File: config.mk
export PLATFORM = sky130hd
export DESIGN_NAME = opa_panel
export DESIGN_NICKNAME = d
export VERILOG_FILES = /design/src/rtl/opa_pkg.sv /design/src/rtl/opa_panel.sv
export SDC_FILE = /design/constraint.sdc
export NUM_CORES = 1
export LEC_CHECK = 0
export BUFFER_PORTS_ARGS = -buffer_cell sky130_fd_sc_hd__buf_2
export CAP_MARGIN = 20
export CORE_MARGIN = 2
export CORE_UTILIZATION = 49
export CTS_BUF_LIST = sky130_fd_sc_hd__clkbuf_2 sky130_fd_sc_hd__clkbuf_4 sky130_fd_sc_hd__clkbuf_8
export DETAILED_ROUTE_END_ITERATION = 7
export GPL_TIMING_DRIVEN = 0
export HOLD_SLACK_MARGIN = 0.03
export MAX_ROUTING_LAYER = met4
export PLACE_DENSITY_LB_ADDON = 0.08
export SLEW_MARGIN = 10
export SYNTH_ARGS = -nofsm -noshare
export SYNTH_HDL_FRONTEND = slang
export SYNTH_SLANG_ARGS = --single-unit
File: constraint.sdc
create_clock -name MCLK_I -period 1.9 [get_ports MCLK_I]
set_input_delay 0.19 -clock MCLK_I [delete_from_list [all_inputs] [get_ports MCLK_I]]
set_output_delay 0.19 -clock MCLK_I [all_outputs]
set_load 0.03 [all_outputs]
File: src/rtl/opa_pkg.sv
// Purpose: shared constants for the operator panel adapter
// Assumes: 100 MHz processor clock
// Notes:   bit positions of control and basic status words
`default_nettype none
package opa_pkg;
  localparam int unsigned CLK_HZ        = 100_000_000;
  localparam int unsigned BLINK_HZ      = 2;
  localparam int unsigned BLINK_HALF    = CLK_HZ / (BLINK_HZ * 2);
  localparam logic [7:0]  PANEL_ADDR    = 8'h09;
  localparam int unsigned DIGITS        = 4;
  localparam int unsigned CTL_ATTN      = 0;
  localparam int unsigned CTL_TEST      = 1;
  localparam int unsigned CTL_BLINK     = 2;
  localparam int unsigned CTL_BLANK     = 4;
  localparam int unsigned STS_DATA      = 8;
  localparam int unsigned STS_FUNC      = 9;
  localparam int unsigned STS_LOAD      = 12;
  localparam int unsigned STS_IRQ       = 15;
  localparam logic [15:0] ZERO16        = 16'h0000;
  localparam logic [2:0]  ZERO3         = 3'h0;
  localparam logic [1:0]  KEY_SECURE    = 2'h0;
  localparam logic [1:0]  KEY_POWER     = 2'h1;
  localparam logic [1:0]  KEY_ENABLE    = 2'h2;
  localparam logic [3:0]  NIB_PARITY_OK = 4'h0;
  localparam logic [3:0]  NIB_ONE       = 4'h1;
  typedef enum logic [3:0] {
    LD_IDLE = 4'b0001,
    LD_RST  = 4'b0010,
    LD_LOAD = 4'b0100,
    LD_DONE = 4'b1000
  } opa_load_type;
endpackage
`default_nettype wire

File: src/rtl/opa_panel.sv
// Purpose: operator panel adapter control logic
// Assumes: panel buttons are raw pins; processor side is synchronous
// Notes:   direct control bus simplified to address, write and command strobes; reads need no strobe
`default_nettype none
module opa_panel
  import opa_pkg::*;
#(
  parameter int unsigned BLINK_CYC = BLINK_HALF
) (
  input  wire logic        MCLK_I,       // processor clock
  input  wire logic        RSTN_I,       // power-on reset, low
  input  wire logic        SYS_RST_I,    // system reset pulse
  input  wire logic [7:0]  ADDR_I,       // device address
  input  wire logic        WR_CTL_I,     // write control word
  input  wire logic        WR_STS_I,     // write basic status word (clears)
  input  wire logic        WR_DISP_I,    // write display register
  input  wire logic        RST_ADP_I,    // reset-adapter command
  input  wire logic        SET_IFC_I,    // software sets interface check
  input  wire logic        LOAD_INSTR_I, // programmed load instruction
  input  wire logic        LOAD_END_I,   // logic ends load
  input  wire logic [15:0] WDATA_I,      // write data
  output logic      [15:0] DISP_RD_O,    // display read data
  output logic      [15:0] CTL_O,        // control word
  output logic      [15:0] STS_O,        // basic status word
  output logic             SEL_O,        // address match
  input  wire logic        KEY_FIT_I,    // key switch fitted
  input  wire logic [1:0]  KEY_POS_I,    // key switch position
  input  wire logic        MODE_MAN_I,   // load-mode switch manual
  input  wire logic        PWR_ON_SW_I,  // power switch on
  input  wire logic        KEY_STB_I,    // keypad digit pressed
  input  wire logic [3:0]  KEY_VAL_I,    // keypad digit
  input  wire logic        BTN_CLR_I,    // clear display
  input  wire logic        BTN_DATA_I,   // enter data
  input  wire logic        BTN_FUNC_I,   // enter function
  input  wire logic        BTN_LOAD_I,   // reset and load
  input  wire logic        BTN_PTEST_I,  // processor test
  input  wire logic        BTN_LTEST_I,  // lamp test
  input  wire logic        INPUT_OK_I,   // processor permits input
  input  wire logic [3:0]  CARD_PERR_I,  // card parity errors
  input  wire logic        ERR_I,        // any system check source
  input  wire logic        INTLK_OPEN_I, // cable interlock open
  input  wire logic        PANEL_ERR_I,  // program sets panel check
  input  wire logic        RUNNING_I,    // processor executing
  output logic             PWR_ON_REQ_O, // power-on sequence request
  output logic             PWR_OFF_O,    // power-off request
  output logic             LOAD_MAN_O,   // load parms from keypad
  output logic             SYS_RST_O,    // system reset from button
  output logic             LOAD_GO_O,    // start load sequence
  output logic      [15:0] DISP_O,       // display digits
  output logic             DISP_ON_O,    // display lit
  output logic             L_ATTN_O,     // attention lamp
  output logic             L_SYS_O,      // system check lamp
  output logic             L_IFC_O,      // interface check lamp
  output logic             L_PANEL_O,    // panel check lamp
  output logic             L_WAIT_O,     // wait lamp
  output logic             L_LOAD_O,     // load lamp
  output logic             L_TEST_O      // test mode lamp
);
  localparam int BW = $clog2(BLINK_CYC + 1);

  // ----------------------------------------------------------------
  // state
  // ----------------------------------------------------------------
  // every register of the block lives in this one struct

  typedef struct packed {
    logic [2:0]   s_data;
    logic [2:0]   s_func;
    logic [2:0]   s_load;
    logic [2:0]   s_key;
    logic [2:0]   s_clr;
    logic [2:0]   s_ptst;
    logic [15:0]  disp;
    logic [2:0]   cnt;
    logic [15:0]  ctl;
    logic [15:0]  sts;
    logic         sys;
    logic         ifc;
    logic         pnl;
    logic         wt;
    logic [BW-1:0] bc;
    logic         blink;
    opa_load_type ld;
  } opa_state_type;

  opa_state_type q, d;

  // ----------------------------------------------------------------
  // pin edge detect and key decode
  // ----------------------------------------------------------------
  // second and third stage disagree on a fresh press; first stage only feeds second
  function automatic logic rise(input logic [2:0] s);
    rise = (s[2:1] == 2'b01);
  endfunction

  logic sel, en, pwr_only, secure, btn_ok;
  assign sel      = (ADDR_I == PANEL_ADDR);
  assign en       = !KEY_FIT_I || KEY_POS_I == KEY_ENABLE;
  assign pwr_only = KEY_FIT_I && KEY_POS_I == KEY_POWER;
  assign secure   = KEY_FIT_I && KEY_POS_I == KEY_SECURE;
  assign btn_ok   = en;

  // ----------------------------------------------------------------
  // next state
  // ----------------------------------------------------------------
  always_comb begin
    d        = q;
    d.s_data = {q.s_data[1:0], BTN_DATA_I};
    d.s_func = {q.s_func[1:0], BTN_FUNC_I};
    d.s_load = {q.s_load[1:0], BTN_LOAD_I};
    d.s_key  = {q.s_key[1:0], KEY_STB_I};
    d.s_clr  = {q.s_clr[1:0], BTN_CLR_I};
    d.s_ptst = {q.s_ptst[1:0], BTN_PTEST_I};
    // keypad fills from the left, extras dropped
    if (btn_ok && INPUT_OK_I && rise(q.s_key) && q.cnt < 3'(DIGITS)) begin
      d.disp = q.disp | (16'(KEY_VAL_I) << (4 * (DIGITS - 1 - q.cnt)));
      d.cnt  = q.cnt + NIB_ONE[2:0];
    end
    if (btn_ok && rise(q.s_clr)) begin
      d.disp = ZERO16;
      d.cnt  = ZERO3;
    end
    if (btn_ok && rise(q.s_ptst))
      d.disp = {q.disp[15:4], (|CARD_PERR_I) ? NIB_ONE : NIB_PARITY_OK};
    if (sel && WR_DISP_I && !q.ctl[CTL_BLANK]) begin
      d.disp = WDATA_I;
      d.cnt  = ZERO3;
    end
    if (sel && WR_CTL_I)
      d.ctl = WDATA_I;
    if (sel && WR_STS_I)
      d.sts = q.sts & ~WDATA_I;
    if (LOAD_END_I)
      d.sts[STS_LOAD] = 1'b0;
    // sets win over status word write clears; the reset-adapter command still clears them
    if (btn_ok && rise(q.s_data)) begin
      d.sts[STS_DATA] = 1'b1;
      d.sts[STS_IRQ]  = 1'b1;
    end
    if (btn_ok && rise(q.s_func)) begin
      d.sts[STS_FUNC] = 1'b1;
      d.sts[STS_IRQ]  = 1'b1;
    end
    if (sel && LOAD_INSTR_I)
      d.sts[STS_LOAD] = 1'b1;
    d.sys = ERR_I;
    if (sel && SET_IFC_I && !q.sts[STS_LOAD])
      d.ifc = 1'b1;
    if (PANEL_ERR_I)
      d.pnl = 1'b1;
    d.wt = !RUNNING_I;
    // blink timer, half period per phase
    if (q.bc >= BW'(BLINK_CYC - 1)) begin
      d.bc    = '0;
      d.blink = !q.blink;
    end else begin
      d.bc = q.bc + 1'b1;
    end
    case (q.ld)
      LD_IDLE: if (btn_ok && rise(q.s_load)) d.ld = LD_RST;
      LD_RST:  d.ld = LD_LOAD;
      LD_LOAD: d.ld = LD_DONE;
      LD_DONE: d.ld = LD_IDLE;
      default: d.ld = LD_IDLE;
    endcase
    if (q.ld == LD_RST)
      d.sts[STS_LOAD] = 1'b1;
    if (SYS_RST_I || q.ld == LD_RST) begin
      d.ifc = 1'b0;
      d.pnl = 1'b0;
      d.wt  = 1'b0;
    end
    if (sel && RST_ADP_I) begin
      d.sts  = ZERO16;
      d.sys  = 1'b0;
      d.ifc  = 1'b0;
      d.pnl  = 1'b0;
    end
    if (INTLK_OPEN_I)
      d.pnl = 1'b1;
  end

  // ----------------------------------------------------------------
  // registers
  // ----------------------------------------------------------------
  // power-on reset leaves the load bit set so the load lamp is lit
  always_ff @(posedge MCLK_I) begin
    if (!RSTN_I) begin
      q      <= '0;
      q.ld   <= LD_IDLE;
      q.sts  <= ZERO16 | (16'h0001 << STS_LOAD);
    end else begin
      q <= d;
    end
  end

  // ----------------------------------------------------------------
  // outputs and lamps
  // ----------------------------------------------------------------
  // lamp test drives lamps only, never the hex display
  logic lt;
  assign lt           = btn_ok && BTN_LTEST_I;
  assign SEL_O        = sel;
  assign DISP_RD_O    = q.ctl[CTL_BLANK] ? ZERO16 : q.disp;
  assign CTL_O        = q.ctl;
  assign STS_O        = q.sts;
  assign PWR_ON_REQ_O = PWR_ON_SW_I && !secure;
  assign PWR_OFF_O    = !PWR_ON_SW_I;
  assign LOAD_MAN_O   = en && MODE_MAN_I;
  assign SYS_RST_O    = (q.ld == LD_RST);
  assign LOAD_GO_O    = (q.ld == LD_LOAD);
  assign DISP_O       = q.disp;
  assign DISP_ON_O    = !q.ctl[CTL_BLANK];
  assign L_ATTN_O     = q.ctl[CTL_ATTN] | lt;
  assign L_SYS_O      = q.sys | lt;
  assign L_IFC_O      = q.ifc | lt;
  assign L_PANEL_O    = q.pnl | lt;
  assign L_WAIT_O     = q.wt | lt;
  assign L_LOAD_O     = q.sts[STS_LOAD] | lt;
  assign L_TEST_O     = (q.ctl[CTL_TEST] & (!q.ctl[CTL_BLINK] | q.blink)) | lt;
endmodule
`default_nettype wire

=== Yosys cells after proc, flatten, opt, wreduce, memory -nomap -nowiden ===
Index checks and enable logic that the tools add are counted.

* Output and inout bits: 78
* Input bits: 59
* Register bits after elaboration: 103
* Logic and storage cells: 120

* Bitwise gates (word level): 13
* Magnitude comparators: 2
* Equal/unequal tests: 13
* $add $sub $neg: 3
* Reductions and logical operators: 45
* Shifts and indexed selects: 1
* Multiplexer cells: 21

{| class="wikitable"
|+ Operators by type and width
! kind !! count
|-
| 16-bit 2-to-1 mux || 4
|-
| 19-bit 2-to-1 mux || 3
|-
| 4-bit by 32-bit left shift with 16-bit output || 1
|-
| 25-bit by 1-bit adder with 25-bit output, second input constant || 1
|-
| 25-bit >= comparator, second input constant || 1
|-
| 1-bit logical AND || 20
|-
| 16-bit AND || 1
|-
| 16-bit NOT || 1
|-
| 16-bit OR || 1
|-
| 2-bit by 1-bit == test with 1-bit output, second input constant || 6
|-
| 4-bit case mux with 3 select lines || 1
|-
| 1-bit 2-to-1 mux || 11
|-
| 8-bit by 4-bit == test with 1-bit output, second input constant || 1
|-
| 1-bit zero test || 8
|-
| 1-bit OR || 8
|-
| 4-bit nonzero test || 2
|-
| 3-bit nonzero test || 2
|-
| 2-bit OR reduction || 3
|-
| 3-bit OR reduction || 2
|-
| 5-bit nonzero test || 1
|-
| 4-bit by 1-bit == test with 1-bit output, second input constant || 1
|-
| 4-bit by 2-bit == test with 1-bit output, second input constant || 1
|-
| 4-bit by 3-bit == test with 1-bit output, second input constant || 1
|-
| 4-bit 2-to-1 mux || 1
|-
| other kinds (14) || 16
|}

=== Logic depth before layout (Yosys ltp) ===
* Depth after elaboration: 9
* Depth in mapped cells: 8
* Depth with buffers taken out: 5

=== Worst setup path before layout ===
OpenSTA, ideal clock, no wires.

* Kind: reg-to-reg
* From: register q[3] (netlist name)
* To: register q[31] (netlist name)
* Arrival: 1,921 ps
* Path slack: -142 ps
* Cell stages (with the launch flop): 5
* Buffers on the path: 0
* Cell sequence: dfxtp_1 nor4b_1 nor3b_1 nand2_1 o21ai_0

* Cells in the longest elaborated chain, start to end: 5
* Elaborated cells between the ends (all ways): 6
* Those cells by class: 1 x eq/ne; 3 x mux; 2 x reduce/logical

{| class="wikitable"
|+ Ends and longest elaborated chain
! element !! RTL line !! RTL
|-
| from (decl) || opa_panel.sv:86 || <nowiki>opa_state_type q, d;</nowiki>
|-
| 4-bit by 2-bit == test with 1-bit output * || -- ||
|-
| named net SYS_RST_O || opa_panel.sv:47 || <nowiki>output logic SYS_RST_O,</nowiki>
|-
| 1-bit logical OR * || opa_panel.sv:168 || <nowiki>if (SYS_RST_I || q.ld == LD_RST) begin</nowiki>
|-
| 3-bit 2-to-1 mux || opa_panel.sv:168 ||
|-
| 16-bit 2-to-1 mux || opa_panel.sv:173 || <nowiki>if (sel && RST_ADP_I) begin</nowiki>
|-
| 1-bit 2-to-1 mux || opa_panel.sv:179 || <nowiki>if (INTLK_OPEN_I)</nowiki>
|}

The timed path passes the listed nets; every way through them passes the cells marked *.
A chain may end at the register's enable or synchronous reset.

=== Final worst setup path ===
* From: register q[5] (netlist name)
* To: register q[13] (netlist name)

* Cells in the longest elaborated chain, start to end: 2
* Elaborated cells between the ends (all ways): 3
* Those cells by class: 1 x add/sub; 1 x order compare; 1 x reduce/logical

{| class="wikitable"
|+ Ends and longest elaborated chain
! element !! RTL line !! RTL
|-
| 25-bit >= comparator || opa_panel.sv:153 || <nowiki>if (q.bc >= BW'(BLINK_CYC - 1)) begin</nowiki>
|-
| 2-bit OR reduction (no source line) || -- ||
|}

Several ways; a longest one is shown, not always the timed one.

==> flow_metrics.tcl <==
set metrics [dict create \
    multi_input_area_um2 2440 \
    path_buf_inv 3 \
    clk_latency_ns 0.37 \
    status "complete, but fails checks" \
    hold_ws_ns 0.0565 \
    initial_utilization_pct 49.6 \
    yosys_register_bits 103 \
    crit_path_cell_trace "ha_2 > and2_1 > buf_4 > and4_1 > or3b_1 > buf_6 > clkbuf_16 > nor2_1" \
    die_w_um 103 \
    cp-end-kind "flop" \
    critPathTopFamily "simple AND/OR/NAND/NOR gates" \
    fin_crit_ns 1.97 \
    htreeDepth 3 \
    clock.fmax_mhz 508 \
    cp_slowest_cell "or3b_1" \
    crit_path_start_kind "flop" \
    diodes 0 \
    synthesis.nets 607 \
    antenna_found_initial 0 \
    instances_no_fill 847 \
    syn_inst 546 \
    num_rows 36 \
    drtIter0Drc 201 \
    place_congestion 0.844 \
    cts_root_buffer "clkbuf_8" \
    power.density_nw_per_um2 651 \
    async_flop_share_pct 0 \
    drt_pass1_iterations 4 \
    avgSynthCellArea_um2 8.76 \
    via_per_inst 5.08 \
    die_area_um2 10600 \
    overflow 0 \
    numCtsBuffers 9 \
    ant_nets 0 \
    path_max_fanout 9 \
    failed_checks "setup timing" \
    drive_gt1_share_pct 36.4 \
    leakagePower_nw 2.79 \
    hpwlAfterDp_um 8970 \
    yosysSeqAreaShare_pct 43.1 \
    rsz0062_at_grt "yes" \
    wirelength_um 12400 \
    cts_tree "yes" \
    fin_nets 770 \
    crit_arrival_ns 2.27 \
    finalHoldViolCount 0 \
    worst_ir_drop_vdd_mv 0.406 \
    yosys_most_used_dff "dfxtp_1" \
    vias 4303 \
    ys.warnings.count 0 \
    die_y_um 103 \
    setup_violations 24 \
    hold_path.class "input port to flop" \
    worst_path_largest_cell_delay_ns 0.39 \
    finalMaxSlewViolations 0 \
    synth_edf_count 0 \
    clk_pin_slew_worst_paths_ns 0.10 \
    grt_pass1_vias 3820 \
    relSlewSlack_pct 62.6 \
    maxCapViolCount 0 \
    period_share_pct 104 \
    fillers 855 \
    critical_path_class "flop to flop" \
    route.detailed.drc 0 \
    r2r_cells 8 \
    synth_area_um2 4780 \
    worst_ep_required_time_ns 2.20 \
    area_growth_syn_to_layout_pct 31.6 \
    grt.total_usage_pct 23.3 \
    port_buffers 135 \
    worst-path-stages 8 \
    grt_max_degree 20 \
    worst_slack_ns -0.0687 \
    layout.area.seq_um2 2070 \
    whs_path_depth 2 \
    dp_cells 814 \
    worst_pin_slew_ns 0.561 \
    fin_setup_tns_ns -0.808 \
    yosysUniqueCellTypes 49 \
    cts_sinks 103 \
    skew_ns 0.0121 \
    coreArea_um2 9640 \
    cts_buffer_depth 2 \
    wire_per_inst_um 14.7 \
    ios 137 \
    grt_first_pass_wirelength_um 18500 \
]
## repair_timing
item / in CTS / in global routing
endpoints found under the setup margin: 25 / 64
resized for setup: 18 / 53
setup buffers: 4 / 3
pin swaps: 7 / 24
hold endpoints to repair: 8 / 0
hold buffers: 8 / 0
gates cloned: 0 / 2
## cell usage after synthesis (all sizes together) (2+ instances only)
| cell | number | area share [%] |
|---|---|---|
| xor2 | 15 | 2.7 |
| nor3 | 6 | 0.73 |
| mux2i | 2 | 0.42 |
| nand3 | 27 | 2.8 |
| and3b | 3 | 0.55 |
| nor4b | 6 | 1.1 |
| nand2 | 60 | 4.7 |
| o21ai | 8 | 0.84 |
| nor4 | 4 | 0.52 |
| or4 | 3 | 0.55 |
| nor2b | 22 | 2.9 |
| a31oi | 5 | 0.65 |
| nor2 | 40 | 3.1 |
| nand4 | 8 | 1.0 |
| xnor2 | 10 | 1.8 |
| and2 | 28 | 3.7 |
| buf | 56 | 8.9 |
| o31ai | 4 | 0.63 |
| o311a | 3 | 0.63 |
| nor3b | 15 | 2.6 |
| clkbuf | 18 | 1.4 |
| nand3b | 3 | 0.47 |
| nand2b | 11 | 1.4 |
| dfxtp | 103 | 43 |
| inv | 7 | 0.55 |
| and3 | 17 | 2.2 |
| and4 | 4 | 0.79 |
| a21oi | 12 | 1.3 |
| a21o | 2 | 0.31 |
| nand4bb | 2 | 0.47 |
| ha | 2 | 0.52 |
| a21boi | 21 | 3.3 |
| a211oi | 10 | 1.6 |
## where the power goes
group          leakage (nW)  switching (mW)  internal [mW]
Combinational          1.85           0.241          0.179
Sequential            0.838          0.0231           2.19
Clock                 0.105           0.818          0.642
## stage by stage
stage	area (µm²)	utilization (%)	total power [mW]	setup WS (ns)
after floorplan	4790	-	2.47	0.0678
after global placement	5630	58.4	2.62	-0.307
after detailed placement	5630	58.4	2.63	-0.318
after CTS	6010	62.3	4.09	-0.0181
after global routing	6290	65.3	4.25	-0.122
final	6290	65.3	4.10	-0.0687
## cells in the final DEF (no fill, tap or decap), types with 4 or more instances in the layout
cell	Yosys	routed
a211oi_1	10	9
a21boi_0	21	21
a21oi_1	12	12
a31oi_1	5	4
and2_1	28	28
and3_1	17	17
buf_2	3	139
buf_4	50	56
clkbuf_1	18	17
clkbuf_8	0	9
dfxtp_1	103	97
dfxtp_2	0	4
dlygate4sd3_1	0	8
inv_1	7	7
nand2_1	60	60
nand2b_1	11	11
nand3_1	27	27
nand4_1	8	8
nor2_1	40	17
nor2_4	0	20
nor2b_1	22	22
nor3_1	5	5
nor3b_1	14	14
nor4b_1	6	4
o21ai_0	7	7
o31ai_1	4	4
xnor2_1	10	10
xor2_1	15	15
## flip-flops by register name (all words and copies together), names as in the netlist
| register | cells |
|---|---|
| q | 43 |
| d | 12 |
| DISP_O | 16 |
| CTL_O | 16 |
| STS_O | 16 |
## cells by family after synthesis
| family | share of synthesized area [%] |
|---|---|
| and+or+nand+nor | 30.1 |
| DFF | 43.1 |
| buffers and inverters | 10.8 |
| AOI/OAI and AO/OA | 10.5 |
| xor gates and xnor gates | 4.58 |
| muxes | 0.419 |
| adders and majority gates | 0.523 |
## per-layer routing
layer | part of all wire (%) | up-vias | wire length [µm] | track usage (%)
met1 | 45 | 1996 | 5550 | 30.7
met4 | 1.4 | 0 | 175 | 6.48
li1 | - | 2145 | - | -
met5 | 0 | - | 0 | -
met2 | 48 | 145 | 6040 | 37.3
met3 | 5.4 | 17 | 678 | 4.07
## worst paths after layout
| kind | from | to | slack, ns |
|---|---|---|---|
| max reg2reg | q[5]$_SDFF_PP0_ | q[13]$_SDFF_PP0_ | -0.07 |
| min | ERR_I | q[33]$_SDFF_PP0_ | 0.06 |
| max | q[5]$_SDFF_PP0_ | q[13]$_SDFF_PP0_ | -0.07 |
| min reg2reg | d[98]$_SDFF_PN0_ | d[99]$_SDFF_PN0_ | 0.44 |
## final cells by class
cell class | count | share of cell area (%)
multi-input combinational | 362 | 38.8
sequential | 103 | 33.0
timing repair buffer | 152 | 13.7
buffer | 74 | 8.11
tap | 133 | 2.65
clock buffer | 9 | 1.97
clock inverter | 7 | 1.41
inverter | 7 | 0.418
No activity file was read; power rests on OpenSTA's default activity.
